`src/icbb_pkg.sv`:
```
package icbb_pkg;

  // Register word offsets on the plain register port
  localparam logic [7:0] REG_CTRL   = 8'h00;
  localparam logic [7:0] REG_WIDTH  = 8'h04;
  localparam logic [7:0] REG_MBASE  = 8'h08;
  localparam logic [7:0] REG_MMASK  = 8'h0c;
  localparam logic [7:0] REG_DBASE  = 8'h10;
  localparam logic [7:0] REG_DMASK  = 8'h14;
  localparam logic [7:0] REG_STATUS = 8'h18;

  // Control field positions
  localparam int CTRL_SLOW_BIT = 0;
  localparam int CTRL_RR_BIT   = 1;

  // Reset values
  localparam logic [1:0]  CTRL_RST  = 2'h0;
  localparam logic [23:0] WIDTH_RST = 24'h000000;
  localparam logic [31:0] MBASE_RST = 32'h1c000000;
  localparam logic [31:0] MMASK_RST = 32'hfc000000;
  localparam logic [31:0] DBASE_RST = 32'h00000000;
  localparam logic [31:0] DMASK_RST = 32'hf0000000;

  // Fixed decode spaces, compared on address bits 31:24; PCI on bits 31:28
  localparam logic [7:0] CTRL_SPACE = 8'h18;
  localparam logic [7:0] PERI_SPACE = 8'h19;
  localparam logic [3:0] PCI_SPACE  = 4'h4;

  // Chip select positions
  localparam int SEL_DRAM = 0;
  localparam int SEL_MEM  = 1;
  localparam int SEL_PCI  = 2;
  localparam int SEL_PERI = 3;
  localparam int SEL_CTRL = 4;

  // Region numbers A..L
  localparam logic [3:0] RGN_E = 4'h4;
  localparam logic [3:0] RGN_G = 4'h6;
  localparam logic [3:0] RGN_H = 4'h7;
  localparam logic [3:0] RGN_I = 4'h8;
  localparam logic [3:0] RGN_J = 4'h9;
  localparam logic [3:0] RGN_K = 4'ha;
  localparam logic [3:0] RGN_L = 4'hb;

  // Width codes
  localparam logic [1:0] W_8  = 2'h0;
  localparam logic [1:0] W_16 = 2'h1;
  localparam logic [1:0] W_32 = 2'h2;

  typedef enum logic [2:0] {
    ST_IDLE, ST_DEC2, ST_ROW, ST_DATA, ST_NEXT
  } icbb_state_e;

  // Masked compare: a cleared mask bit drops out of the match
  function automatic logic icbb_hit(input logic [31:0] a,
                                    input logic [31:0] b,
                                    input logic [31:0] m);
    return ((a ^ b) & m) == 32'h0;
  endfunction : icbb_hit

  // Bytes per beat for a width code; reserved falls back to a word
  function automatic logic [2:0] icbb_bytes(input logic [1:0] w);
    case (w)
      W_8:     return 3'h1;
      W_16:    return 3'h2;
      default: return 3'h4;
    endcase
  endfunction : icbb_bytes

endpackage : icbb_pkg

```
`src/icbb_arbiter.sv`:
```
`timescale 1ns/1ps
module icbb_arbiter
  import icbb_pkg::*;
(
  input  wire logic       clk_sys,
  input  wire logic       resetn,
  input  wire logic       cpu_req,
  input  wire logic [4:0] ext_req,
  input  wire logic       rr_mode,
  input  wire logic       take,
  output logic            cpu_win,
  output logic [4:0]      ext_win
);

  logic [2:0] ptr_reg;
  logic       last_ext_reg;

  // First requester at or after the pointer, wrapping over five slots
  function automatic logic [4:0] icbb_pick(input logic [4:0] r,
                                           input logic [2:0] p);
    logic [4:0] g;
    logic [2:0] k;
    logic [3:0] s;
    g = 5'h0;
    for (int i = 4; i >= 0; i--) begin
      // Sum kept one bit wider so slot 4 plus 4 does not wrap early
      s = {1'b0, p} + 4'(i);
      k = (s > 4'd4) ? 3'(s - 4'd5) : s[2:0];
      if (r[k]) begin
        g = 5'h0;
        g[k] = 1'b1;
      end
    end
    return g;
  endfunction : icbb_pick

  // CPU ranks first but yields once after it held the bus, and out of reset
  always_comb begin
    cpu_win = cpu_req & ((ext_req == 5'h0) | last_ext_reg);
    ext_win = cpu_win ? 5'h0 : icbb_pick(ext_req, rr_mode ? ptr_reg : 3'h0);
  end

  // Rotate the channel order by one after each peripheral grant
  always_ff @(posedge clk_sys or negedge resetn) begin
    if (!resetn) begin
      ptr_reg      <= 3'h0;
      last_ext_reg <= 1'b0;
    end else if (take) begin
      last_ext_reg <= ext_win != 5'h0;
      if (rr_mode && ext_win != 5'h0)
        ptr_reg <= (ptr_reg == 3'd4) ? 3'h0 : ptr_reg + 3'h1;
    end
  end
endmodule : icbb_arbiter

```
`src/icbb_bridge.sv`:
```
`timescale 1ns/1ps
module icbb_bridge
  import icbb_pkg::*;
(
  input  wire logic        clk_sys,
  input  wire logic        resetn,
  input  wire logic [7:0]  reg_addr,
  input  wire logic [31:0] reg_wdata,
  input  wire logic        reg_wr,
  input  wire logic        reg_rd,
  output logic [31:0]      reg_rdata,
  input  wire logic        cpu_req,
  input  wire logic [31:0] cpu_addr,
  input  wire logic        cpu_write,
  input  wire logic [1:0]  cpu_len,
  input  wire logic [31:0] cpu_wdata,
  output logic [31:0]      cpu_ad_o,
  output logic             cpu_ad_oe,
  output logic             busgnt_n,
  input  wire logic [4:0]  dma_req,
  input  wire logic [31:0] dma_addr,
  input  wire logic        dma_write,
  input  wire logic [1:0]  dma_len,
  input  wire logic [31:0] dma_wdata,
  output logic [4:0]       dma_gnt,
  output logic             xfer_wnext,
  output logic             xfer_rvalid,
  output logic             xfer_done,
  output logic [25:2]      mem_addr,
  output logic             mem_sdram_row,
  output logic             mem_strobe,
  output logic             mem_we,
  output logic [31:0]      mem_data_o,
  output logic             mem_data_oe,
  input  wire logic [31:0] mem_data_i,
  input  wire logic        mem_ack,
  output logic [4:0]       chip_sel,
  output logic [3:0]       mem_region,
  output logic [2:0]       mem_port_bytes
);

  icbb_state_e state_reg;
  logic [1:0]  ctrl_reg;
  logic [23:0] width_reg;
  logic [31:0] mbase_reg;
  logic [31:0] mmask_reg;
  logic [31:0] dbase_reg;
  logic [31:0] dmask_reg;
  logic [31:0] addr_reg;
  logic [31:0] start_reg;
  logic [31:0] data_reg;
  logic [1:0]  cnt_reg;
  logic [1:0]  len_reg;
  logic        write_reg;
  logic        cpu_own_reg;
  logic [4:0]  gnt_reg;
  logic        rvalid_reg;
  logic        done_reg;
  logic [4:0]  sel_next;
  logic [3:0]  region_next;
  logic [31:0] src_addr;
  logic [31:0] src_wdata;
  logic        src_write;
  logic [1:0]  src_len;
  logic        cpu_win;
  logic [4:0]  ext_win;
  logic        take;
  logic        subblk;
  logic        last_word;
  logic [1:0]  cnt_inc;

  // Any request starts a transaction in idle; the arbiter picks the winner
  assign take = (state_reg == ST_IDLE) && (cpu_req || dma_req != 5'h0);

  icbb_arbiter u_arb (
    .clk_sys (clk_sys),
    .resetn  (resetn),
    .cpu_req (cpu_req),
    .ext_req (dma_req),
    .rr_mode (ctrl_reg[CTRL_RR_BIT]),
    .take    (take),
    .cpu_win (cpu_win),
    .ext_win (ext_win)
  );

  // Address, direction and length come from this cycle's winner; write data from the latched owner
  always_comb begin
    src_addr  = cpu_win ? cpu_addr  : dma_addr;
    src_write = cpu_win ? cpu_write : dma_write;
    src_len   = cpu_win ? cpu_len   : dma_len;
    src_wdata = cpu_own_reg ? cpu_wdata : dma_wdata;
  end

  // Space compare in the accept clock; masked for SDRAM and memory
  always_comb begin
    sel_next    = 5'h0;
    region_next = RGN_L;
    if (icbb_hit(src_addr, dbase_reg, dmask_reg)) begin
      sel_next[SEL_DRAM] = 1'b1;
      region_next = {2'h0, src_addr[27:26]};
    end else if (icbb_hit(src_addr, mbase_reg, mmask_reg)) begin
      sel_next[SEL_MEM] = 1'b1;
      region_next = src_addr[25] ? RGN_I : RGN_H;
    end else if (src_addr[31:28] == PCI_SPACE) begin
      sel_next[SEL_PCI] = 1'b1;
      region_next = src_addr[27] ? RGN_K : RGN_J;
    end else if (src_addr[31:24] == CTRL_SPACE) begin
      sel_next[SEL_CTRL] = 1'b1;
      region_next = RGN_G;
    end else if (src_addr[31:24] == PERI_SPACE) begin
      sel_next[SEL_PERI] = 1'b1;
      region_next = RGN_E;
    end
  end

  // Burst ordering: only CPU reads use subblock order
  assign subblk    = cpu_own_reg && !write_reg;
  assign last_word = cnt_reg == len_reg;
  assign cnt_inc   = cnt_reg + 2'h1;

  // Register writes; the decode setting is meant to be fixed at boot
  always_ff @(posedge clk_sys or negedge resetn) begin
    if (!resetn) begin
      ctrl_reg  <= CTRL_RST;
      width_reg <= WIDTH_RST;
      mbase_reg <= MBASE_RST;
      mmask_reg <= MMASK_RST;
      dbase_reg <= DBASE_RST;
      dmask_reg <= DMASK_RST;
    end else if (reg_wr) begin
      if (reg_addr == REG_CTRL)
        ctrl_reg <= reg_wdata[1:0];
      else if (reg_addr == REG_WIDTH)
        width_reg <= reg_wdata[23:0];
      else if (reg_addr == REG_MBASE)
        mbase_reg <= reg_wdata;
      else if (reg_addr == REG_MMASK)
        mmask_reg <= reg_wdata;
      else if (reg_addr == REG_DBASE)
        dbase_reg <= reg_wdata;
      else if (reg_addr == REG_DMASK)
        dmask_reg <= reg_wdata;
    end
  end

  // Read data lands one cycle after the strobe; unmapped reads zero
  always_ff @(posedge clk_sys or negedge resetn) begin
    if (!resetn) begin
      reg_rdata <= 32'h0;
    end else if (reg_rd) begin
      if (reg_addr == REG_CTRL)
        reg_rdata <= {30'h0, ctrl_reg};
      else if (reg_addr == REG_WIDTH)
        reg_rdata <= {8'h0, width_reg};
      else if (reg_addr == REG_MBASE)
        reg_rdata <= mbase_reg;
      else if (reg_addr == REG_MMASK)
        reg_rdata <= mmask_reg;
      else if (reg_addr == REG_DBASE)
        reg_rdata <= dbase_reg;
      else if (reg_addr == REG_DMASK)
        reg_rdata <= dmask_reg;
      else if (reg_addr == REG_STATUS)
        reg_rdata <= {24'h0, 1'b0, state_reg != ST_IDLE, cpu_own_reg,
                      gnt_reg};
      else
        reg_rdata <= 32'h0;
    end else begin
      reg_rdata <= 32'h0;
    end
  end

  // Transaction sequencing
  always_ff @(posedge clk_sys or negedge resetn) begin
    if (!resetn) begin
      state_reg <= ST_IDLE;
    end else begin
      case (state_reg)
        ST_IDLE: begin
          if (take) begin
            if (ctrl_reg[CTRL_SLOW_BIT])
              state_reg <= ST_DEC2;
            else if (sel_next[SEL_DRAM])
              state_reg <= ST_ROW;
            else
              state_reg <= ST_DATA;
          end
        end
        ST_DEC2: begin
          state_reg <= chip_sel[SEL_DRAM] ? ST_ROW : ST_DATA;
        end
        ST_ROW: begin
          state_reg <= ST_DATA;
        end
        ST_DATA: begin
          if (mem_ack)
            state_reg <= last_word ? ST_IDLE : ST_NEXT;
        end
        ST_NEXT: begin
          state_reg <= ST_DATA;
        end
        default: begin
          state_reg <= ST_IDLE;
        end
      endcase
    end
  end

  // Ownership is latched at accept and dropped back to the CPU after
  always_ff @(posedge clk_sys or negedge resetn) begin
    if (!resetn) begin
      cpu_own_reg <= 1'b1;
      gnt_reg     <= 5'h0;
    end else if (take) begin
      cpu_own_reg <= cpu_win;
      gnt_reg     <= ext_win;
    end else if (state_reg == ST_DATA && mem_ack && last_word) begin
      cpu_own_reg <= 1'b1;
      gnt_reg     <= 5'h0;
    end
  end

  // Selects, region and width are held for the whole transaction
  always_ff @(posedge clk_sys or negedge resetn) begin
    if (!resetn) begin
      chip_sel       <= 5'h0;
      mem_region     <= RGN_L;
      mem_port_bytes <= 3'h4;
    end else if (take) begin
      chip_sel   <= sel_next;
      mem_region <= region_next;
      if (region_next == RGN_H || region_next == RGN_I)
        mem_port_bytes <= icbb_bytes(width_reg[2*region_next +: 2]);
      else
        mem_port_bytes <= icbb_bytes(W_32);
    end else if (state_reg == ST_DATA && mem_ack && last_word) begin
      chip_sel <= 5'h0;
    end
  end

  // Burst address and word count
  always_ff @(posedge clk_sys or negedge resetn) begin
    if (!resetn) begin
      addr_reg  <= 32'h0;
      start_reg <= 32'h0;
      cnt_reg   <= 2'h0;
      len_reg   <= 2'h0;
      write_reg <= 1'b0;
    end else if (take) begin
      addr_reg  <= {src_addr[31:2], 2'h0};
      start_reg <= {src_addr[31:2], 2'h0};
      cnt_reg   <= 2'h0;
      len_reg   <= src_len;
      write_reg <= src_write;
    end else if (state_reg == ST_DATA && mem_ack && !last_word) begin
      cnt_reg <= cnt_inc;
      if (subblk)
        addr_reg <= {addr_reg[31:4], start_reg[3:2] ^ cnt_inc, 2'h0};
      else
        addr_reg <= addr_reg + 32'h4;
    end
  end

  // Data path: write words loaded ahead of the strobe, read words caught
  always_ff @(posedge clk_sys or negedge resetn) begin
    if (!resetn) begin
      data_reg <= 32'h0;
    end else if (take && src_write) begin
      data_reg <= cpu_win ? cpu_wdata : dma_wdata;
    end else if (state_reg == ST_NEXT && write_reg) begin
      data_reg <= src_wdata;
    end else if (state_reg == ST_DATA && mem_ack && !write_reg) begin
      data_reg <= mem_data_i;
    end
  end

  // One-cycle answers back to the requester
  always_ff @(posedge clk_sys or negedge resetn) begin
    if (!resetn) begin
      rvalid_reg <= 1'b0;
      done_reg   <= 1'b0;
    end else begin
      rvalid_reg <= state_reg == ST_DATA && mem_ack && !write_reg;
      done_reg   <= state_reg == ST_DATA && mem_ack && last_word;
    end
  end

  assign xfer_rvalid = rvalid_reg;
  assign xfer_done   = done_reg;
  assign xfer_wnext  = state_reg == ST_DATA && mem_ack && write_reg;
  assign dma_gnt     = gnt_reg;
  // Low while the CPU holds the bus; high tells it another master won
  assign busgnt_n    = !cpu_own_reg;

  // Memory side strobes and data
  assign mem_strobe    = state_reg == ST_DATA;
  assign mem_we        = write_reg && state_reg == ST_DATA;
  assign mem_data_o    = data_reg;
  assign mem_data_oe   = write_reg && state_reg == ST_DATA;
  assign mem_sdram_row = state_reg == ST_ROW;

  // Internal bus: write data in a CPU write, read data back, any DMA
  assign cpu_ad_o  = data_reg;
  assign cpu_ad_oe = (state_reg == ST_DATA && write_reg) || rvalid_reg
                     || !cpu_own_reg;

  // Address mux; SDRAM splits the word into row and column phases
  always_comb begin
    mem_addr = addr_reg[25:2];
    if (chip_sel[SEL_DRAM]) begin
      mem_addr = 24'h0;
      if (state_reg == ST_ROW)
        mem_addr[15:2] = addr_reg[29:16];
      else
        mem_addr[15:2] = addr_reg[15:2];
    end
  end
endmodule : icbb_bridge

```
`config.mk`:
```
export PLATFORM = sky130hd
export DESIGN_NAME = icbb_bridge
export DESIGN_NICKNAME = d
export VERILOG_FILES = /design/src/icbb_pkg.sv /design/src/icbb_arbiter.sv /design/src/icbb_bridge.sv
export SDC_FILE = /design/constraint.sdc
export NUM_CORES = 1
export LEC_CHECK = 0
export ABC_CLOCK_PERIOD_IN_PS = 4900
export BUFFER_PORTS_ARGS = -buffer_cell sky130_fd_sc_hd__buf_2
export CORE_MARGIN = 2
export CORE_UTILIZATION = 30
export CTS_BUF_LIST = sky130_fd_sc_hd__clkbuf_4
export DETAILED_ROUTE_END_ITERATION = 7
export GPL_ROUTABILITY_DRIVEN = 0
export PLACE_DENSITY_LB_ADDON = 0.1
export REMOVE_ABC_BUFFERS = 1
export SETUP_SLACK_MARGIN = 0.3
export SLEW_MARGIN = 40
export SYNTH_ARGS = -nofsm -noshare
export SYNTH_HDL_FRONTEND = slang
export SYNTH_SLANG_ARGS = --single-unit
```
`constraint.sdc`:
```
create_clock -name clk_sys -period 4.9 [get_ports clk_sys]
set_input_delay 0.98 -clock clk_sys [delete_from_list [all_inputs] [get_ports clk_sys]]
set_output_delay 0.98 -clock clk_sys [all_outputs]
set_load 0.1 [all_outputs]
```
==> out/qor.csv <==
stage,metric,value,unit
setup_path,worst_r2r_endpoint,u_arb.ptr_reg[0]$_DFFE_PN0P_,
logic_synthesis,ys_seq_area_frac,0.405,
finish,num-fill-cells,5966,
logic_synthesis,yosysMostFrequentCell,dfrtp_1,
setup_path,cp_cell_sequence,buf_2 -> or3_2 -> buf_4 -> o31ai_1 -> o21ai_0 -> and3b_1 -> nor4_1 -> buf_4 -> nand4_1 -> nor2_2 -> buf_4 -> mux2i_1 -> o21ai_0 -> buf_4 -> a2111oi_2 -> a221o_1,
detailed_routing,firstDrtPassIters,5,
logic_synthesis,synth_edf_count,0,
setup_path,timing.rr.start,ctrl_reg[1]$_DFFE_PN0P_,
setup_path,r2r_slack,0.62,ns
run,drv_cap,0,
power_and_ir_drop,p_total,0.0126,W
timing,grt_setup_unrepaired,false,
logic_synthesis,synth_top_area_frac,0.377,
min_path,worst_hold_path_type,primary input to asynchronous set/reset pin,
setup_path,cp_slowest_cell,or3_2,
setup_path,crit_path_max_fanout,21,
global_routing,antenna_found_initial,7,
global_routing,track_usage,0.240,
cts,h-tree-depth,3,
timing,fmax,0.225,GHz
setup_path,slowest_delay,0.64,ns
placement,dpl.hpwl,54800,microns
setup_path,crit_path_start,dma_req[0],
setup_path,arrival,5.20,ns
cts,postCtsHoldBufs,0,
logic_synthesis,ys_async_sr_fraction,1.00,
cts,cts.sinks,280,
setup_path,criticalPathCategory,primary input to register,
setup_path,required,5.65,ns
power_and_ir_drop,powerDensity,576,mW/mm^2
timing,layout_min_cycle_time,4.45,ns
finish,multi_input_area,0.00952,sq mm
power_and_ir_drop,vdd_drop_max,0.00123,V
placement,dpl.cell_count,2928,
timing,finalSetupTns,0,ns
timing,slew_viol_final,0,
logic_synthesis,yosys.area.top_type,dfrtp_1,
detailed_routing,route.antenna.remaining_nets,0,
detailed_routing,vias,16500,
cts,worstSkewPairLatency,0.82,ns
cts,cts.path.max_buffers,3,
timing,worst_slew_pin_slew,0.766,ns
setup_path,cp-start-kind,primary input,
detailed_routing,viasPerCell,5.34,
timing,whs,0.190,ns
global_routing,grt_pass1_vias,16000,
setup_path,crit_top_cell,buf_4,
floorplanning,boundaryPins,363,
logic_synthesis,synth-seq-cells,280,
logic_synthesis,synth_area_leaders,"dfrtp_1 38%, mux2_2 12%, mux2i_1 4.0%, nand2_1 4.0%, dfstp_2 2.7%",
setup_path,critPathCaptureType,register,
finish,final_cells,3087,
logic_synthesis,yosysWarnings,0,
floorplanning,die_area,0.0598,sq mm
cts,cts-root-buf,clkbuf_4,
timing,fin_crit_sh,0.908,
global_routing,grt_overflow_total,0,
placement,io_buffers,362,
logic_synthesis,netlist_area,0.0174,sq mm
floorplanning,coreArea,0.0575,sq mm
floorplanning,die_y,245,microns
power_and_ir_drop,cellLeakagePower,10.4,nW
cts,tritoncts,done,
cts,cts-buffers-inserted,83,
timing,setup_ws,0.451,ns
timing,fin_skew,0.0507,ns
finish,seqCellArea,0.00703,sq mm
logic_synthesis,synthCells,1811,
logic_synthesis,yosysUniqueCellTypes,85,
global_routing,grt_pass1_wl,107000,microns
logic_synthesis,synthFlopType,dfrtp_1,
finish,drive_gt1_frac,0.399,
floorplanning,initial_core_util,0.302,
floorplanning,die_w,245,microns
placement,place_ws,-0.421,ns
timing,setup_viol,0,
setup_path,rr_worst_depth,15,
detailed_routing,drcViolationCount,0,
timing,slew_headroom,0.489,
detailed_routing,initialDrtViolationCount,1335,
finish,finalNetCount,2478,
detailed_routing,routedWlPerCell,23.9,microns
floorplanning,fp-row-count,88,
logic_synthesis,synthTopCellsByCount,"262 x dfrtp_1, 184 x mux2_2, 183 x nand2_1",
logic_synthesis,syn_avg_cell_area,9.59,sq um
detailed_routing,routed_wl,73600,microns
cts,clk_pin_slew,0.06,ns
finish,syn2layout_area_growth,26.0,%
global_routing,grt_max_degree,85,
timing,hold_viol,0,
status,status,completed,
-- through the flow --
| step | utilization | instance area, sq um |
|---|---|---|
| 2_1_floorplan | - | 16600 |
| 3_3_place_gp | 0.360 | 20700 |
| 3_5_place_dp | 0.360 | 20700 |
| 4_1_cts | 0.379 | 21800 |
| 5_1_grt | 0.381 | 21900 |
| 6_report | 0.381 | 21900 |
-- cell families after synthesis --
family / after synthesis / synth area share
and+or+nand+nor: 543 / 0.153
DFF: 280 / 0.405
AOI/OAI and AO/OA: 466 / 0.190
buffers and inverters: 199 / 0.0538
adders and majority gates: 11 / 0.00836
muxes: 254 / 0.160
xor gates and xnor gates: 58 / 0.0292
-- final cells by class --
| type | count | area share |
|---|---|---|
| Antenna cell | 4 | 0.000458 |
| Clock buffer | 130 | 0.0446 |
| Clock inverter | 23 | 0.00555 |
| Inverter | 37 | 0.00635 |
| Multi-Input combinational cell | 1332 | 0.435 |
| Sequential cell | 280 | 0.321 |
| Tap cell | 765 | 0.0437 |
| Timing Repair Buffer | 516 | 0.143 |
-- worst max path at each step --
stage,endpoint,slack (ns),cells past startpoint
after floorplan,cpu_ad_o[13]$_DFFE_PN0P_,-1.05,6
after global placement,mem_port_bytes[0]$_DFFE_PN0P_,-0.32,16
after detailed placement,mem_port_bytes[0]$_DFFE_PN0P_,-0.42,16
after CTS,u_arb.ptr_reg[0]$_DFFE_PN0P_,0.34,15
after global routing,u_arb.ptr_reg[0]$_DFFE_PN0P_,0.31,16
final,mem_port_bytes[0]$_DFFE_PN0P_,0.45,16
-- worst max-delay path, delay by kind of cell --
kind            cells  cell delay (ns)
buf+inv             5             0.95
compound gates      5             1.39
simple gates        5             1.61
mux                 1             0.26
-- routing by layer --
layer  vias up  wire (microns)  GRT usage
li1       7608               -          -
met3        91            4220     0.0395
met4         4            1660     0.0748
met5         -              26          0
met1      8238           33100      0.331
met2       555           34600      0.383
-- report_power, final --
part	switching [W]	internal, W	leakage (nW)
combinational	0.00537	0.00163	6.09
sequential	0.000504	0.00276	3.65
clock	0.00108	0.00126	0.660
-- placed cells by master (no fill, tap or decap), drive strengths merged, types with 13 or more instances in the layout --
cell type / n
nand2: 183
nor2: 126
dfrtp: 262
and2: 14
o311a: 21
o22ai: 28
a211oi: 56
nand2b: 13
nor3: 47
dfstp: 18
o31ai: 24
nand4: 15
a22oi: 36
buf: 516
a221oi: 14
xnor2: 51
nor2b: 20
a31oi: 30
mux2: 184
and3b: 23
mux2i: 69
clkinv: 19
o21ai: 93
clkbuf: 130
inv: 39
a21oi: 65
nand3: 49
-- what timing repair did --
| item | CTS | global route |
|---|---|---|
| endpoints found under the hold margin | 0 | 0 |
| gates resized for setup | 1 | 15 |
| pin swaps | 1 | 1 |
| setup endpoints to repair | 3 | 5 |
| buffers inserted | 1 | 0 |
(Power assumes the default switching activity.)
